### src/include/ulc_params.svh
/*
 * constants of the serial port control block: offsets, reset values
 * and timing counts. assumes inclusion by bare name from design files.
 */
`ifndef ULC_PARAMS_SVH
`define ULC_PARAMS_SVH

// ----------------------------------------------------------------
// register offsets
// ----------------------------------------------------------------
`define ULC_ADDR_W      28
`define ULC_OFS_CTL     28'hFFFFA00
`define ULC_OFS_OPT     28'hFFFFA03
`define ULC_OFS_STAT    28'hFFFFA04
`define ULC_OFS_TXB     28'hFFFFA05
`define ULC_OFS_RXB     28'hFFFFA06

// ----------------------------------------------------------------
// reset values
// ----------------------------------------------------------------
`define ULC_CTL_RST     8'h10
`define ULC_OPT_RST     8'h14
`define ULC_BUF_RST     8'hFF

// ----------------------------------------------------------------
// field positions of the option register
// ----------------------------------------------------------------
`define ULC_OPT_BRX_TRIG 6
`define ULC_OPT_BTX_TRIG 5

// ----------------------------------------------------------------
// timing: 16 ticks per bit, sample in mid bit
// ----------------------------------------------------------------
`define ULC_OS_LAST     4'hF
`define ULC_OS_MID      4'h7
`define ULC_BRK_BASE    5'h0D
`define ULC_BRK_MIN     8'hB0
`define ULC_BRK_SAT     8'hFF
`define ULC_OS_DIV      16

`endif

### src/include/ulc_pkg.sv
/*
 * types of the serial port control block.
 * assumes nothing beyond a sv compiler.
 */
`default_nettype none

package ulc_pkg;

	// ------------------------------------------------------------
	// register layouts
	// ------------------------------------------------------------
	typedef struct packed {
		logic       unit_power;
		logic       transmit_enable;
		logic       receive_enable;
		logic       bit_order_select;
		logic [1:0] parity_select;
		logic       char_length_select;
		logic       stop_length_select;
	} ulc_ctl_s;

	typedef struct packed {
		logic [2:0] break_length;
		logic       tx_invert;
		logic       rx_invert;
	} ulc_opt_s;

	// ------------------------------------------------------------
	// state machines
	// ------------------------------------------------------------
	typedef enum logic [5:0] {
		TX_IDLE  = 6'h01,
		TX_START = 6'h02,
		TX_DATA  = 6'h04,
		TX_PAR   = 6'h08,
		TX_STOP  = 6'h10,
		TX_BRK   = 6'h20
	} ulc_tx_e;

	typedef enum logic [4:0] {
		RX_IDLE  = 5'h01,
		RX_START = 5'h02,
		RX_DATA  = 5'h04,
		RX_PAR   = 5'h08,
		RX_STOP  = 5'h10
	} ulc_rx_e;

endpackage

`default_nettype wire

### src/ulc_tick_div.sv
/*
 * oversample tick divider: one-cycle enable every DIV clocks.
 * assumes a single clock; run low holds the count at zero.
 */
`default_nettype none

module ulc_tick_div #(
	parameter int DIV = 16
) (
	input  wire logic core_clk,
	input  wire logic srst,
	input  wire logic run,
	output logic      tick
);
	logic [15:0] cnt;
	wire         wrap = (cnt == 16'(DIV - 1));

	always_ff @(posedge core_clk) begin
		if (srst || !run) begin
			cnt  <= 16'h0000;
			tick <= 1'b0;
		end else begin
			cnt  <= wrap ? 16'h0000 : cnt + 16'h0001;
			tick <= wrap;
		end
	end
endmodule

`default_nettype wire

### src/ulc_rx_sync.sv
/*
 * two-stage synchroniser for the serial input pin plus level inversion.
 * assumes the pin is asynchronous to core_clk.
 */
`default_nettype none

module ulc_rx_sync (
	input  wire logic core_clk,
	input  wire logic srst,
	input  wire logic pin,
	input  wire logic invert,
	output logic      level
);
	logic meta;
	logic stable;

	always_ff @(posedge core_clk) begin
		if (srst) begin
			meta   <= 1'b1;
			stable <= 1'b1;
		end else begin
			meta   <= pin;
			stable <= meta;
		end
	end

	assign level = stable ^ invert;
endmodule

`default_nettype wire

### src/ulc_top.sv
/*
 * serial port with lin break support: control and option registers,
 * transmitter with buffer, receiver, break transmit and break receive.
 * assumes a register master on core_clk with one-cycle strobes and
 * read data taken the cycle after the read strobe.
 */
`include "ulc_params.svh"
`default_nettype none

// Summary of operation
// - writing transmit buffer starts a transmission
// - irq pulse when buffer moves to shifter
// - main control resets 10H, fixed bit layout
// - power low holds unit in reset
// - unpowered output idles high, low if inverted
// - parity select: none, zero, odd, even
// - zero parity never flags parity error
// - length bit selects seven or eight bits
// - stop bit selects one or two stops
// - option register resets 14H, fixed layout
// - break flag high during break reception
// - break reception error restarts, flag stays
// - break receive trigger arms, reads zero
// - break transmit trigger starts break, reads zero
// - break length code gives 13 to 20
// - tx invert flips the output pin
// - rx invert flips the sampled input
module ulc_top #(
	parameter int OS_DIV = `ULC_OS_DIV
) (
	input  wire logic                   core_clk,
	input  wire logic                   srst,
	input  wire logic [`ULC_ADDR_W-1:0] reg_addr,
	input  wire logic [7:0]             reg_wdata,
	input  wire logic                   reg_wr,
	input  wire logic                   reg_rd,
	output logic      [7:0]             reg_rdata,
	input  wire logic                   serial_in_pin,
	output logic                        serial_out_pin,
	output logic                        transmit_enable_irq
);

	// ------------------------------------------------------------
	// helpers
	// ------------------------------------------------------------
	function automatic logic data_parity(input logic [7:0] d,
		input logic len8, input logic lsb_first);
		logic [7:0] mask;
		mask = len8 ? 8'hFF : (lsb_first ? 8'h7F : 8'hFE);
		return ^(d & mask);
	endfunction

	function automatic logic parity_bit(input logic p,
		input logic [1:0] sel);
		return sel[1] ? (sel[0] ? p : ~p) : 1'b0;
	endfunction

	// ------------------------------------------------------------
	// registers and decode
	// ------------------------------------------------------------
	ulc_pkg::ulc_ctl_s ctl;
	ulc_pkg::ulc_opt_s opt;
	logic [7:0]        tx_buf;
	logic [7:0]        rx_buf;
	logic              brk_flag;
	logic              par_err;
	logic              frm_err;
	logic              tx_full;

	wire sel_ctl  = (reg_addr == `ULC_OFS_CTL);
	wire sel_opt  = (reg_addr == `ULC_OFS_OPT);
	wire sel_stat = (reg_addr == `ULC_OFS_STAT);
	wire sel_txb  = (reg_addr == `ULC_OFS_TXB);
	wire sel_rxb  = (reg_addr == `ULC_OFS_RXB);

	wire wr_ctl  = reg_wr && sel_ctl;
	wire wr_opt  = reg_wr && sel_opt;
	wire wr_stat = reg_wr && sel_stat;
	wire wr_txb  = reg_wr && sel_txb;

	wire powered = ctl.unit_power;
	wire tx_run  = powered && ctl.transmit_enable;
	wire rx_run  = powered && ctl.receive_enable;

	wire brk_tx_req = wr_opt && reg_wdata[`ULC_OPT_BTX_TRIG]
		&& tx_run && !brk_flag;
	wire brk_rx_req = wr_opt && reg_wdata[`ULC_OPT_BRX_TRIG]
		&& rx_run && !brk_flag;

	ulc_pkg::ulc_tx_e tx_state;
	wire tsf = (tx_state != ulc_pkg::TX_IDLE) || tx_full;

	// ------------------------------------------------------------
	// read mux
	// ------------------------------------------------------------
	wire [7:0] opt_view = {brk_flag, 2'b00, opt};
	wire [7:0] stat_view = {tsf, 5'h00, par_err, frm_err};
	wire [7:0] rd_mux;
	assign rd_mux = sel_ctl  ? ctl      :
	                sel_opt  ? opt_view :
	                sel_stat ? stat_view :
	                sel_txb  ? tx_buf   :
	                sel_rxb  ? rx_buf   : 8'h00;

	always_ff @(posedge core_clk) begin
		if (srst)
			reg_rdata <= 8'h00;
		else
			reg_rdata <= reg_rd ? rd_mux : 8'h00;
	end

	// ------------------------------------------------------------
	// control and option registers
	// ------------------------------------------------------------
	always_ff @(posedge core_clk) begin
		if (srst) begin
			ctl <= `ULC_CTL_RST;
			opt <= 5'(`ULC_OPT_RST);
		end else begin
			if (wr_ctl)
				ctl <= reg_wdata;
			if (wr_opt)
				opt <= reg_wdata[4:0];
		end
	end

	// ------------------------------------------------------------
	// oversample tick and input sampling
	// ------------------------------------------------------------
	logic os_tick;
	logic rx_in;

	ulc_tick_div #(
		.DIV(OS_DIV)
	) u_div (
		.core_clk(core_clk),
		.srst    (srst),
		.run     (powered),
		.tick    (os_tick)
	);

	ulc_rx_sync u_sync (
		.core_clk(core_clk),
		.srst    (srst),
		.pin     (serial_in_pin),
		.invert  (opt.rx_invert),
		.level   (rx_in)
	);

	// ------------------------------------------------------------
	// transmit buffer
	// ------------------------------------------------------------
	logic tx_load;
	logic brk_pend;

	always_ff @(posedge core_clk) begin
		if (srst)
			tx_buf <= `ULC_BUF_RST;
		else if (wr_txb)
			tx_buf <= reg_wdata;
	end

	always_ff @(posedge core_clk) begin
		if (srst || !tx_run)
			tx_full <= 1'b0;
		else if (wr_txb)
			tx_full <= 1'b1;
		else if (tx_load)
			tx_full <= 1'b0;
	end

	always_ff @(posedge core_clk) begin
		if (srst || !tx_run)
			brk_pend <= 1'b0;
		else if (brk_tx_req)
			brk_pend <= 1'b1;
		else if (tx_state == ulc_pkg::TX_BRK)
			brk_pend <= 1'b0;
	end

	// ------------------------------------------------------------
	// transmitter
	// ------------------------------------------------------------
	logic [7:0] tx_sh;
	logic [3:0] tx_os;
	logic [4:0] tx_cnt;
	logic       tx_par;
	logic       tx_line;

	wire lsb_first = ctl.bit_order_select;
	wire [4:0] n_bits = ctl.char_length_select ? 5'h08 : 5'h07;
	wire [4:0] brk_len = (({2'b00, opt.break_length} + 5'h03)
		& 5'h07) + `ULC_BRK_BASE;
	wire tx_bit_end = os_tick && (tx_os == `ULC_OS_LAST);
	wire [7:0] tx_next_sh = lsb_first ? {1'b0, tx_sh[7:1]}
	                                  : {tx_sh[6:0], 1'b0};
	wire tx_first = lsb_first ? tx_sh[0] : tx_sh[7];
	wire tx_next  = lsb_first ? tx_next_sh[0] : tx_next_sh[7];
	wire tx_par_on = (ctl.parity_select != 2'b00);
	wire tx_two_stop = ctl.stop_length_select && (tx_cnt == 5'h00);

	assign tx_load = (tx_state == ulc_pkg::TX_IDLE) && tx_full
		&& !brk_pend;

	always_ff @(posedge core_clk) begin
		if (srst || !tx_run)
			tx_os <= 4'h0;
		else if (tx_state == ulc_pkg::TX_IDLE)
			tx_os <= 4'h0;
		else if (os_tick)
			tx_os <= tx_os + 4'h1;
	end

	always_ff @(posedge core_clk) begin
		if (srst || !tx_run) begin
			tx_state <= ulc_pkg::TX_IDLE;
			tx_line  <= 1'b1;
			tx_cnt   <= 5'h00;
			tx_sh    <= 8'h00;
			tx_par   <= 1'b0;
		end else begin
			case (tx_state)
			ulc_pkg::TX_IDLE: begin
				tx_cnt <= 5'h00;
				if (brk_pend) begin
					tx_state <= ulc_pkg::TX_BRK;
					tx_line  <= 1'b0;
				end else if (tx_full) begin
					tx_state <= ulc_pkg::TX_START;
					tx_line  <= 1'b0;
					tx_sh    <= tx_buf;
					tx_par   <= parity_bit(data_parity(tx_buf,
						ctl.char_length_select, lsb_first),
						ctl.parity_select);
				end
			end
			ulc_pkg::TX_START: begin
				if (tx_bit_end) begin
					tx_state <= ulc_pkg::TX_DATA;
					tx_line  <= tx_first;
				end
			end
			ulc_pkg::TX_DATA: begin
				if (tx_bit_end) begin
					tx_sh  <= tx_next_sh;
					tx_cnt <= tx_cnt + 5'h01;
					if (tx_cnt == n_bits - 5'h01) begin
						tx_cnt <= 5'h00;
						if (tx_par_on) begin
							tx_state <= ulc_pkg::TX_PAR;
							tx_line  <= tx_par;
						end else begin
							tx_state <= ulc_pkg::TX_STOP;
							tx_line  <= 1'b1;
						end
					end else begin
						tx_line <= tx_next;
					end
				end
			end
			ulc_pkg::TX_PAR: begin
				if (tx_bit_end) begin
					tx_state <= ulc_pkg::TX_STOP;
					tx_line  <= 1'b1;
				end
			end
			ulc_pkg::TX_STOP: begin
				if (tx_bit_end) begin
					if (tx_two_stop)
						tx_cnt <= 5'h01;
					else
						tx_state <= ulc_pkg::TX_IDLE;
				end
			end
			ulc_pkg::TX_BRK: begin
				if (tx_bit_end) begin
					tx_cnt <= tx_cnt + 5'h01;
					if (tx_cnt == brk_len - 5'h01) begin
						tx_state <= ulc_pkg::TX_STOP;
						tx_line  <= 1'b1;
						tx_cnt   <= 5'h01;
					end
				end
			end
			default: tx_state <= ulc_pkg::TX_IDLE;
			endcase
		end
	end

	always_ff @(posedge core_clk) begin
		if (srst) begin
			transmit_enable_irq <= 1'b0;
			serial_out_pin      <= 1'b1;
		end else begin
			transmit_enable_irq <= tx_run && tx_load;
			serial_out_pin <= (powered ? tx_line : 1'b1)
				^ opt.tx_invert;
		end
	end

	// ------------------------------------------------------------
	// break reception
	// ------------------------------------------------------------
	logic [7:0] brk_low;
	logic       rx_prev;

	wire rx_rise = rx_in && !rx_prev;
	wire brk_ok  = (brk_low >= `ULC_BRK_MIN);

	always_ff @(posedge core_clk) begin
		if (srst || !rx_run)
			rx_prev <= 1'b1;
		else
			rx_prev <= rx_in;
	end

	always_ff @(posedge core_clk) begin
		if (srst || !powered)
			brk_flag <= 1'b0;
		else if (brk_rx_req)
			brk_flag <= 1'b1;
		else if (brk_flag && rx_rise && brk_ok)
			brk_flag <= 1'b0;
	end

	always_ff @(posedge core_clk) begin
		if (srst || !brk_flag || rx_rise)
			brk_low <= 8'h00;
		else if (os_tick && !rx_in && brk_low != `ULC_BRK_SAT)
			brk_low <= brk_low + 8'h01;
	end

	// ------------------------------------------------------------
	// receiver
	// ------------------------------------------------------------
	ulc_pkg::ulc_rx_e rx_state;
	logic [7:0] rx_sh;
	logic [3:0] rx_os;
	logic [4:0] rx_cnt;
	logic       rx_pbit;

	wire rx_sample = os_tick && (rx_os == `ULC_OS_MID);
	wire [7:0] rx_word = ctl.char_length_select ? rx_sh :
		(lsb_first ? {1'b0, rx_sh[7:1]} : {rx_sh[6:0], 1'b0});
	wire rx_exp = parity_bit(data_parity(rx_word,
		ctl.char_length_select, lsb_first), ctl.parity_select);
	wire rx_done = (rx_state == ulc_pkg::RX_STOP) && rx_sample;
	wire set_pe = rx_done && ctl.parity_select[1]
		&& (rx_pbit != rx_exp);
	wire set_fe = rx_done && !rx_in;

	always_ff @(posedge core_clk) begin
		if (srst || !rx_run)
			rx_os <= 4'h0;
		else if (rx_state == ulc_pkg::RX_IDLE)
			rx_os <= 4'h0;
		else if (os_tick)
			rx_os <= rx_os + 4'h1;
	end

	always_ff @(posedge core_clk) begin
		if (srst || !rx_run) begin
			rx_state <= ulc_pkg::RX_IDLE;
			rx_sh    <= 8'h00;
			rx_cnt   <= 5'h00;
			rx_pbit  <= 1'b0;
		end else begin
			case (rx_state)
			ulc_pkg::RX_IDLE: begin
				rx_cnt <= 5'h00;
				if (!brk_flag && !rx_in)
					rx_state <= ulc_pkg::RX_START;
			end
			ulc_pkg::RX_START: begin
				if (rx_sample)
					rx_state <= rx_in ? ulc_pkg::RX_IDLE
					                  : ulc_pkg::RX_DATA;
			end
			ulc_pkg::RX_DATA: begin
				if (rx_sample) begin
					rx_sh  <= lsb_first ? {rx_in, rx_sh[7:1]}
					                    : {rx_sh[6:0], rx_in};
					rx_cnt <= rx_cnt + 5'h01;
					if (rx_cnt == n_bits - 5'h01)
						rx_state <= (ctl.parity_select != 2'b00)
							? ulc_pkg::RX_PAR : ulc_pkg::RX_STOP;
				end
			end
			ulc_pkg::RX_PAR: begin
				if (rx_sample) begin
					rx_pbit  <= rx_in;
					rx_state <= ulc_pkg::RX_STOP;
				end
			end
			ulc_pkg::RX_STOP: begin
				if (rx_sample)
					rx_state <= ulc_pkg::RX_IDLE;
			end
			default: rx_state <= ulc_pkg::RX_IDLE;
			endcase
		end
	end

	always_ff @(posedge core_clk) begin
		if (srst || !powered)
			rx_buf <= `ULC_BUF_RST;
		else if (rx_done)
			rx_buf <= rx_word;
	end

	// ------------------------------------------------------------
	// error flags: hardware set wins over a zero write
	// ------------------------------------------------------------
	always_ff @(posedge core_clk) begin
		if (srst || !rx_run) begin
			par_err <= 1'b0;
			frm_err <= 1'b0;
		end else begin
			par_err <= set_pe || (par_err
				&& !(wr_stat && !reg_wdata[1]));
			frm_err <= set_fe || (frm_err
				&& !(wr_stat && !reg_wdata[0]));
		end
	end

endmodule

`default_nettype wire

### config.mk
export PLATFORM = sky130hd
export DESIGN_NAME = ulc_top
export DESIGN_NICKNAME = d
export VERILOG_FILES = /design/src/include/ulc_pkg.sv /design/src/ulc_tick_div.sv /design/src/ulc_rx_sync.sv /design/src/ulc_top.sv
export VERILOG_INCLUDE_DIRS = /design/src /design/src/include
export SDC_FILE = /design/constraint.sdc
export NUM_CORES = 1
export LEC_CHECK = 0
export ABC_AREA = 1
export BUFFER_PORTS_ARGS = -buffer_cell sky130_fd_sc_hd__buf_2
export CORE_UTILIZATION = 39
export CTS_CLUSTER_SIZE = 16
export DETAILED_ROUTE_END_ITERATION = 8
export PLACE_DENSITY = 0.67
export SYNTH_ARGS = -nofsm -noshare
export SYNTH_HDL_FRONTEND = slang
export SYNTH_SLANG_ARGS = --single-unit
### constraint.sdc
create_clock -name core_clk -period 2.13 [get_ports core_clk]
set_input_delay 0.213 -clock core_clk [delete_from_list [all_inputs] [get_ports core_clk]]
set_output_delay 0.213 -clock core_clk [all_outputs]
set_load 0.005 [all_outputs]
; ---- Word-level counts from Yosys, hierarchy flattened
; Cells that the tools add are included.
[word_totals]
ff_bits = 120
in_bits = 41
output_inout_bits = 10
wordCells = 243
[classes]
addsub = 10
order_cmp = 1
eq_ne = 43
n_mux = 69
bitwise_logic = 8
reduce_logical = 75
[op_table]
columns = cell, n
row1 = "equality test 28 bit, second input constant", 5
row2 = two-way mux 8 bit, 14
row3 = two-way mux 5 bit, 15
row4 = two-way mux 6 bit, 10
row5 = case mux 6 bit (6 select lines), 1
row6 = logical AND 1 bit, 32
row7 = "inequality test 2 bit, second input constant", 15
row8 = case mux 5 bit (5 select lines), 1
row9 = two-way mux 1 bit, 22
row10 = case mux 5 bit (4 select lines), 1
row11 = "adder 16 x 1 -> 16 bit, second input constant", 1
row12 = bitwise AND 8 bit, 2
row13 = "equality test 16 x 4 -> 1 bit, second input constant", 1
row14 = case mux 8 bit (2 select lines), 1
row15 = parity 8 bit, 2
row16 = equality test 5 bit, 3
row17 = nonzero test 2 bit, 6
row18 = logical NOT 1 bit, 11
row19 = "adder 5 x 1 -> 5 bit, second input constant", 2
row20 = case mux 5 bit (2 select lines), 1
row21 = AND reduction 9 bit, 1
row22 = "adder 4 x 1 -> 4 bit, second input constant", 2
row23 = "adder 8 x 1 -> 8 bit, second input constant", 1
row24 = "greater-or-equal comparator 8 bit, second input constant", 1
row25 = other kinds (38), 55

; ---- Logic depth before layout (Yosys ltp)
[depth]
depth_word = 10
ltp_mapped = 15
depth_no_buf = 15

; ---- By module
; Synthesis repeated with hierarchy kept, for this count alone.
[unflattened]
cells_unflattened = 1003
area_unflattened_um2 = 6687.7
[modules_own_cells]
columns = mod, instances, cells_per_inst, area_per_inst_um2, seq_area_each_um2
row1 = ulc_top, 1, 870, 5784.3, 2021.9
row2 = ulc_tick_div, 1, 124, 832.0, 340.3
row3 = ulc_rx_sync, 1, 9, 71.3, 40.0

; ---- Least setup slack after synthesis
; OpenSTA, ideal clock, no wires.
[synth_path]
path_type = register to register
from = register opt[2] (netlist bit)
to = register tx_state[2]
setup_time_ns = 0.113
t_arrival_ns = 1.511
required_ns = 2.017
slack_ns = 0.506
path_stages_with_launch = 11
n_path_buf = 0
period_less_slack_ns = 1.624
path_cell_list = dfxtp_1 -> inv_1 -> ha_1 -> xor2_1 -> nand3_1 -> o21ai_0 -> nand2_1 -> nor2_1 -> nand3_1 -> nand2_1 -> nor2_1
[synth_via]
elab_chain_len = 6
[synth_lines]
columns = element, line
row1 = "start, declared", ulc_top.sv:62  ; ulc_pkg::ulc_opt_s opt;
row2 = "start signal, assigned", ulc_top.sv:118  ; opt <= 5'(`ULC_OPT_RST);
row3 = "start signal, assigned", ulc_top.sv:123  ; opt <= reg_wdata[4:0];
row4 = adder 3 x 2 -> 3 bit, ulc_top.sv:192  ; wire [4:0] brk_len = (({2'b00, opt.break_length} + 5'h03)
row5 = adder 3 x 4 -> 5 bit (no line), n/a
row6 = subtractor 5 x 1 -> 5 bit, ulc_top.sv:278  ; if (tx_cnt == brk_len - 5'h01) begin
row7 = equality test 5 bit, ulc_top.sv:278
row8 = inequality test 2 x 1 -> 1 bit (no line), n/a
row9 = AND reduction 9 bit (no line), n/a
row10 = "end signal, assigned", ulc_top.sv:272  ; tx_state <= ulc_pkg::TX_IDLE;
row11 = "end signal, assigned", ulc_top.sv:279  ; tx_state <= ulc_pkg::TX_STOP;
row12 = "end signal, assigned", ulc_top.sv:285  ; default: tx_state <= ulc_pkg::TX_IDLE;
row13 = "end, declared", ulc_top.sv:90  ; ulc_pkg::ulc_tx_e tx_state;
; Every way passes these cells.
; A chain may end at the register's enable or synchronous reset.

; ---- Final worst setup path
; Same ends and word-level chain as after synthesis.

==> metrics.txt <==
status=finished, final reports clean; post-synthesis sequential area ratio=37.6%; top-area cell type share of the netlist area=37.6%; CTS Buffer Depth=2; Multi-input gate area=0.00336 mm²; DR WL/cell=between 10 and 15 µm; DPL Wire Length=12000 µm; Fillers=1608; Critical Path AT=2.18 ns; Clk pin slew, worst setup/hold paths=about 0.060 ns; Slew @ Worst Pin=~0.55 ns; Yosys warning total=0; Avg Inst Size Synth=6.78 µm²; endpoint class of the critical path=register; RSZ-0062 raised after global routing=false; initial antenna violation count=0; Slew Limit Fails=0; Antenna Cells=0; Leak=3.17 nW; Worst Hold Class=in2reg; critical path type=reg2reg; post-CTS setup repair buffer count=0; fin crit share=between 80% and 90%; first-pass GRT wire length=between 20000 and 30000 µm; Die Height=roughly 130 µm; Peak Freq=535 MHz; Hold Fails Final Rpt=0; via/cell ratio=4.99; WP data required=2.44 ns; Overall Power=5.41 mW; DR iter-0 viols=374; clock sink count=120; Residual DRC=0; Max Clock Skew=0.00965 ns; switch share=19.6%; share of layout cells above drive strength 1=14.9%; Sequential Area=approximately 0.0024 mm²; post-synthesis cell type count=46; Initial Util=40.1%; Yosys reg bits=120; min Tclk post-route=1.87 ns; buffer and inverter count on the worst path=1; max cap viols=0; via count of the first global-routing pass=between 5000 and 6000; top_reg_cell synth=dfxtp_1; crit-path cells=inv_1, ha_1, xor2_1, o21ai_0, o21ai_0, nand2_1, nor2_1, nand3_1, nand2_1, nor2_1; remaining antenna violation count=0; power density over the cells=around 720 mW/mm²; All-Layer GR Usage=about a fifth; final setup fails=0; CP max stage delay=between 0.3 and 0.4 ns; die area=between 0.015 and 0.02 mm²; CP top delay family=compound AO/OA/AOI/OAI gates; Num CTS Buffers=17; IO Pins=slightly above 50; number of synthesized flops with an enable pin=0; Syn Std Cell Area=0.00639 mm²; First-pass DRT Iterations=5; Async SR Flop Fraction=0%; Fin Setup TNS=0 ns; CTS H-tree lvls=4; Worst VDD drop=0.556 mV; clk root buf=clkbuf_16; top cell type by total area after synthesis=dfxtp_1; number of buffers added on ports=50; sw power=between 1 and 1.5 mW; Int Pwr=4.35 mW; grt total ovfl=0; Nets=1057; RePlAce Congestion=0.858; core area=0.0159 mm²; Chip Width=130 µm; Syn Inst Count=roughly 940; synth top area cells=dfxtp_1 (38%), nand2_1 (13%), inv_1 (7.3%), o21ai_0 (5.8%), nor2_1 (5.4%); power share of the combinational group=1.9%; CP Max Fanout=3; later-pin clock latency in the skew report=between 0.4 and 0.5 ns; CP startpoint kind=register; Clock Power Share=56.6%; CTS tree=built; largest net degree at the start of global routing=18; commonest non-fill, non-tap cell in the layout=nand2_1; sequential share of power=41.5%; Slowest-stage cell, CP=dfxtp_1; synthesis-to-layout area growth=18.2%; Cell Rows=46; DR vias=6168; Hold WS=0.0511 ns; syn_nets=992; Routed WL=15900 µm; relative slew slack=63.1%; commonest cells after routing, fill and taps aside=nand2_1 (214), inv_1 (124), dfxtp_1 (120), nor2_1 (92), o21ai_0 (74)
==> path summary, 6_finish.rpt <==
| path | start | end | slack [ns] | cells past startpoint |
|---|---|---|---|---|
| worst max-delay path | opt[2]$_SDFFE_PP1N_ | tx_state[2]$_SDFFE_PP0P_ | 0.26 | 10 |
| worst min-delay path | reg_wdata[3] | tx_buf[3]$_SDFFE_PP1P_ | 0.05 | 3 |
| worst max register to register | opt[2]$_SDFFE_PP1N_ | tx_state[2]$_SDFFE_PP0P_ | 0.26 | 10 |
| worst min register to register | u_sync.meta$_SDFF_PP1_ | u_sync.stable$_SDFF_PP1_ | 0.41 | 1 |
==> per-stage QoR <==
stage	util, %	setup slack, ns	cells	area [µm²]
finish	47.3	0.262	1235	7550
global route	47.3	0.00120	1235	7550
global placement	43.3	0.333	1203	6910
CTS	47.3	0.275	1235	7550
detailed placement	43.3	0.310	1203	6910
floorplan	-	0.506	942	6390
==> power by group through the flow <==
stage | Combinational (mW) | Clock (mW) | Sequential (mW)
after floorplan | 0.0355 | 0 | 2.30
after global placement | 0.0957 | 0 | 2.30
after detailed placement | 0.0972 | 0 | 2.30
after CTS | 0.0990 | 3.10 | 2.25
after global routing | 0.111 | 3.21 | 2.25
final | 0.100 | 3.06 | 2.25
==> worst min-delay path: stages <==
cell and delay [ns]:
buf_2 0.12, nand2_1 0.06, nand3_1 0.05
==> flip-flops by register name, summed over array words and instances, names as in the netlist, 4 cells and up <==
register	flops
tx_state	6
rx_sh	8
tx_cnt	5
tx_buf	8
rx_state	5
reg_rdata	8
rx_buf	8
tx_sh	8
tx_os	4
ctl	6
rx_cnt	5
rx_os	4
u_div.cnt	16
brk_low	8
opt	5
==> cell families (layout without fill, tap and decap cells) <==
logic type | Yosys count | count (layout) | synth area share (%)
flip-flops | 120 | 120 | 37.6
AO/OA/AOI/OAI | 181 | 181 | 16.0
buffers and inverters | 156 | 233 | 9.79
AND/OR/NAND/NOR | 463 | 463 | 33.0
XOR/XNOR | 13 | 13 | 1.78
adder cells (fa/ha/maj) | 9 | 9 | 1.76
==> area by class of cell <==
class                   count  share of cell area [%]
multi-input cells         666                    44.5
repair buffers             67                    5.04
inverters                 135                    6.71
well taps                 216                    3.58
clock inverters             9                    1.92
flip-flops and latches    120                    31.8
clock buffers              22                    6.41
==> Yosys cell counts, types with 2 or more instances <==
cell type  count
or2_2         12
nor2_1        92
a21oi_1       63
dfxtp_1      120
nand2_1      214
a311oi_1       2
nor3_1        20
clkbuf_1       4
xor2_1        11
inv_2         11
buf_2         11
nand3_2        3
nand3_1       66
nor4_2         2
o31ai_1        3
a211oi_2       7
xnor2_1        2
nand4_1       19
o22ai_1        3
buf_6          2
a211oi_1       4
ha_1           9
o21ai_0       74
nor2_2        12
or2_0          2
a31oi_1        6
inv_1        124
o21ai_1        9
buf_4          3
o211ai_1       8
nand3b_1       2
nor3b_1        8
==> per-layer routing <==
metal	GRT usage (%)	part of all wire [%]
met5	0	0
met1	26.2	47
met3	4.63	4.8
met2	34.4	46
met4	7.87	2.0
==> what timing repair did <==
| item | CTS | global route |
|---|---|---|
| gates resized for setup | 0 | 0 |
| hold buffers | 1 | 0 |
| hold endpoints to repair | 1 | 0 |
Power figures use the tool's default switching activity.
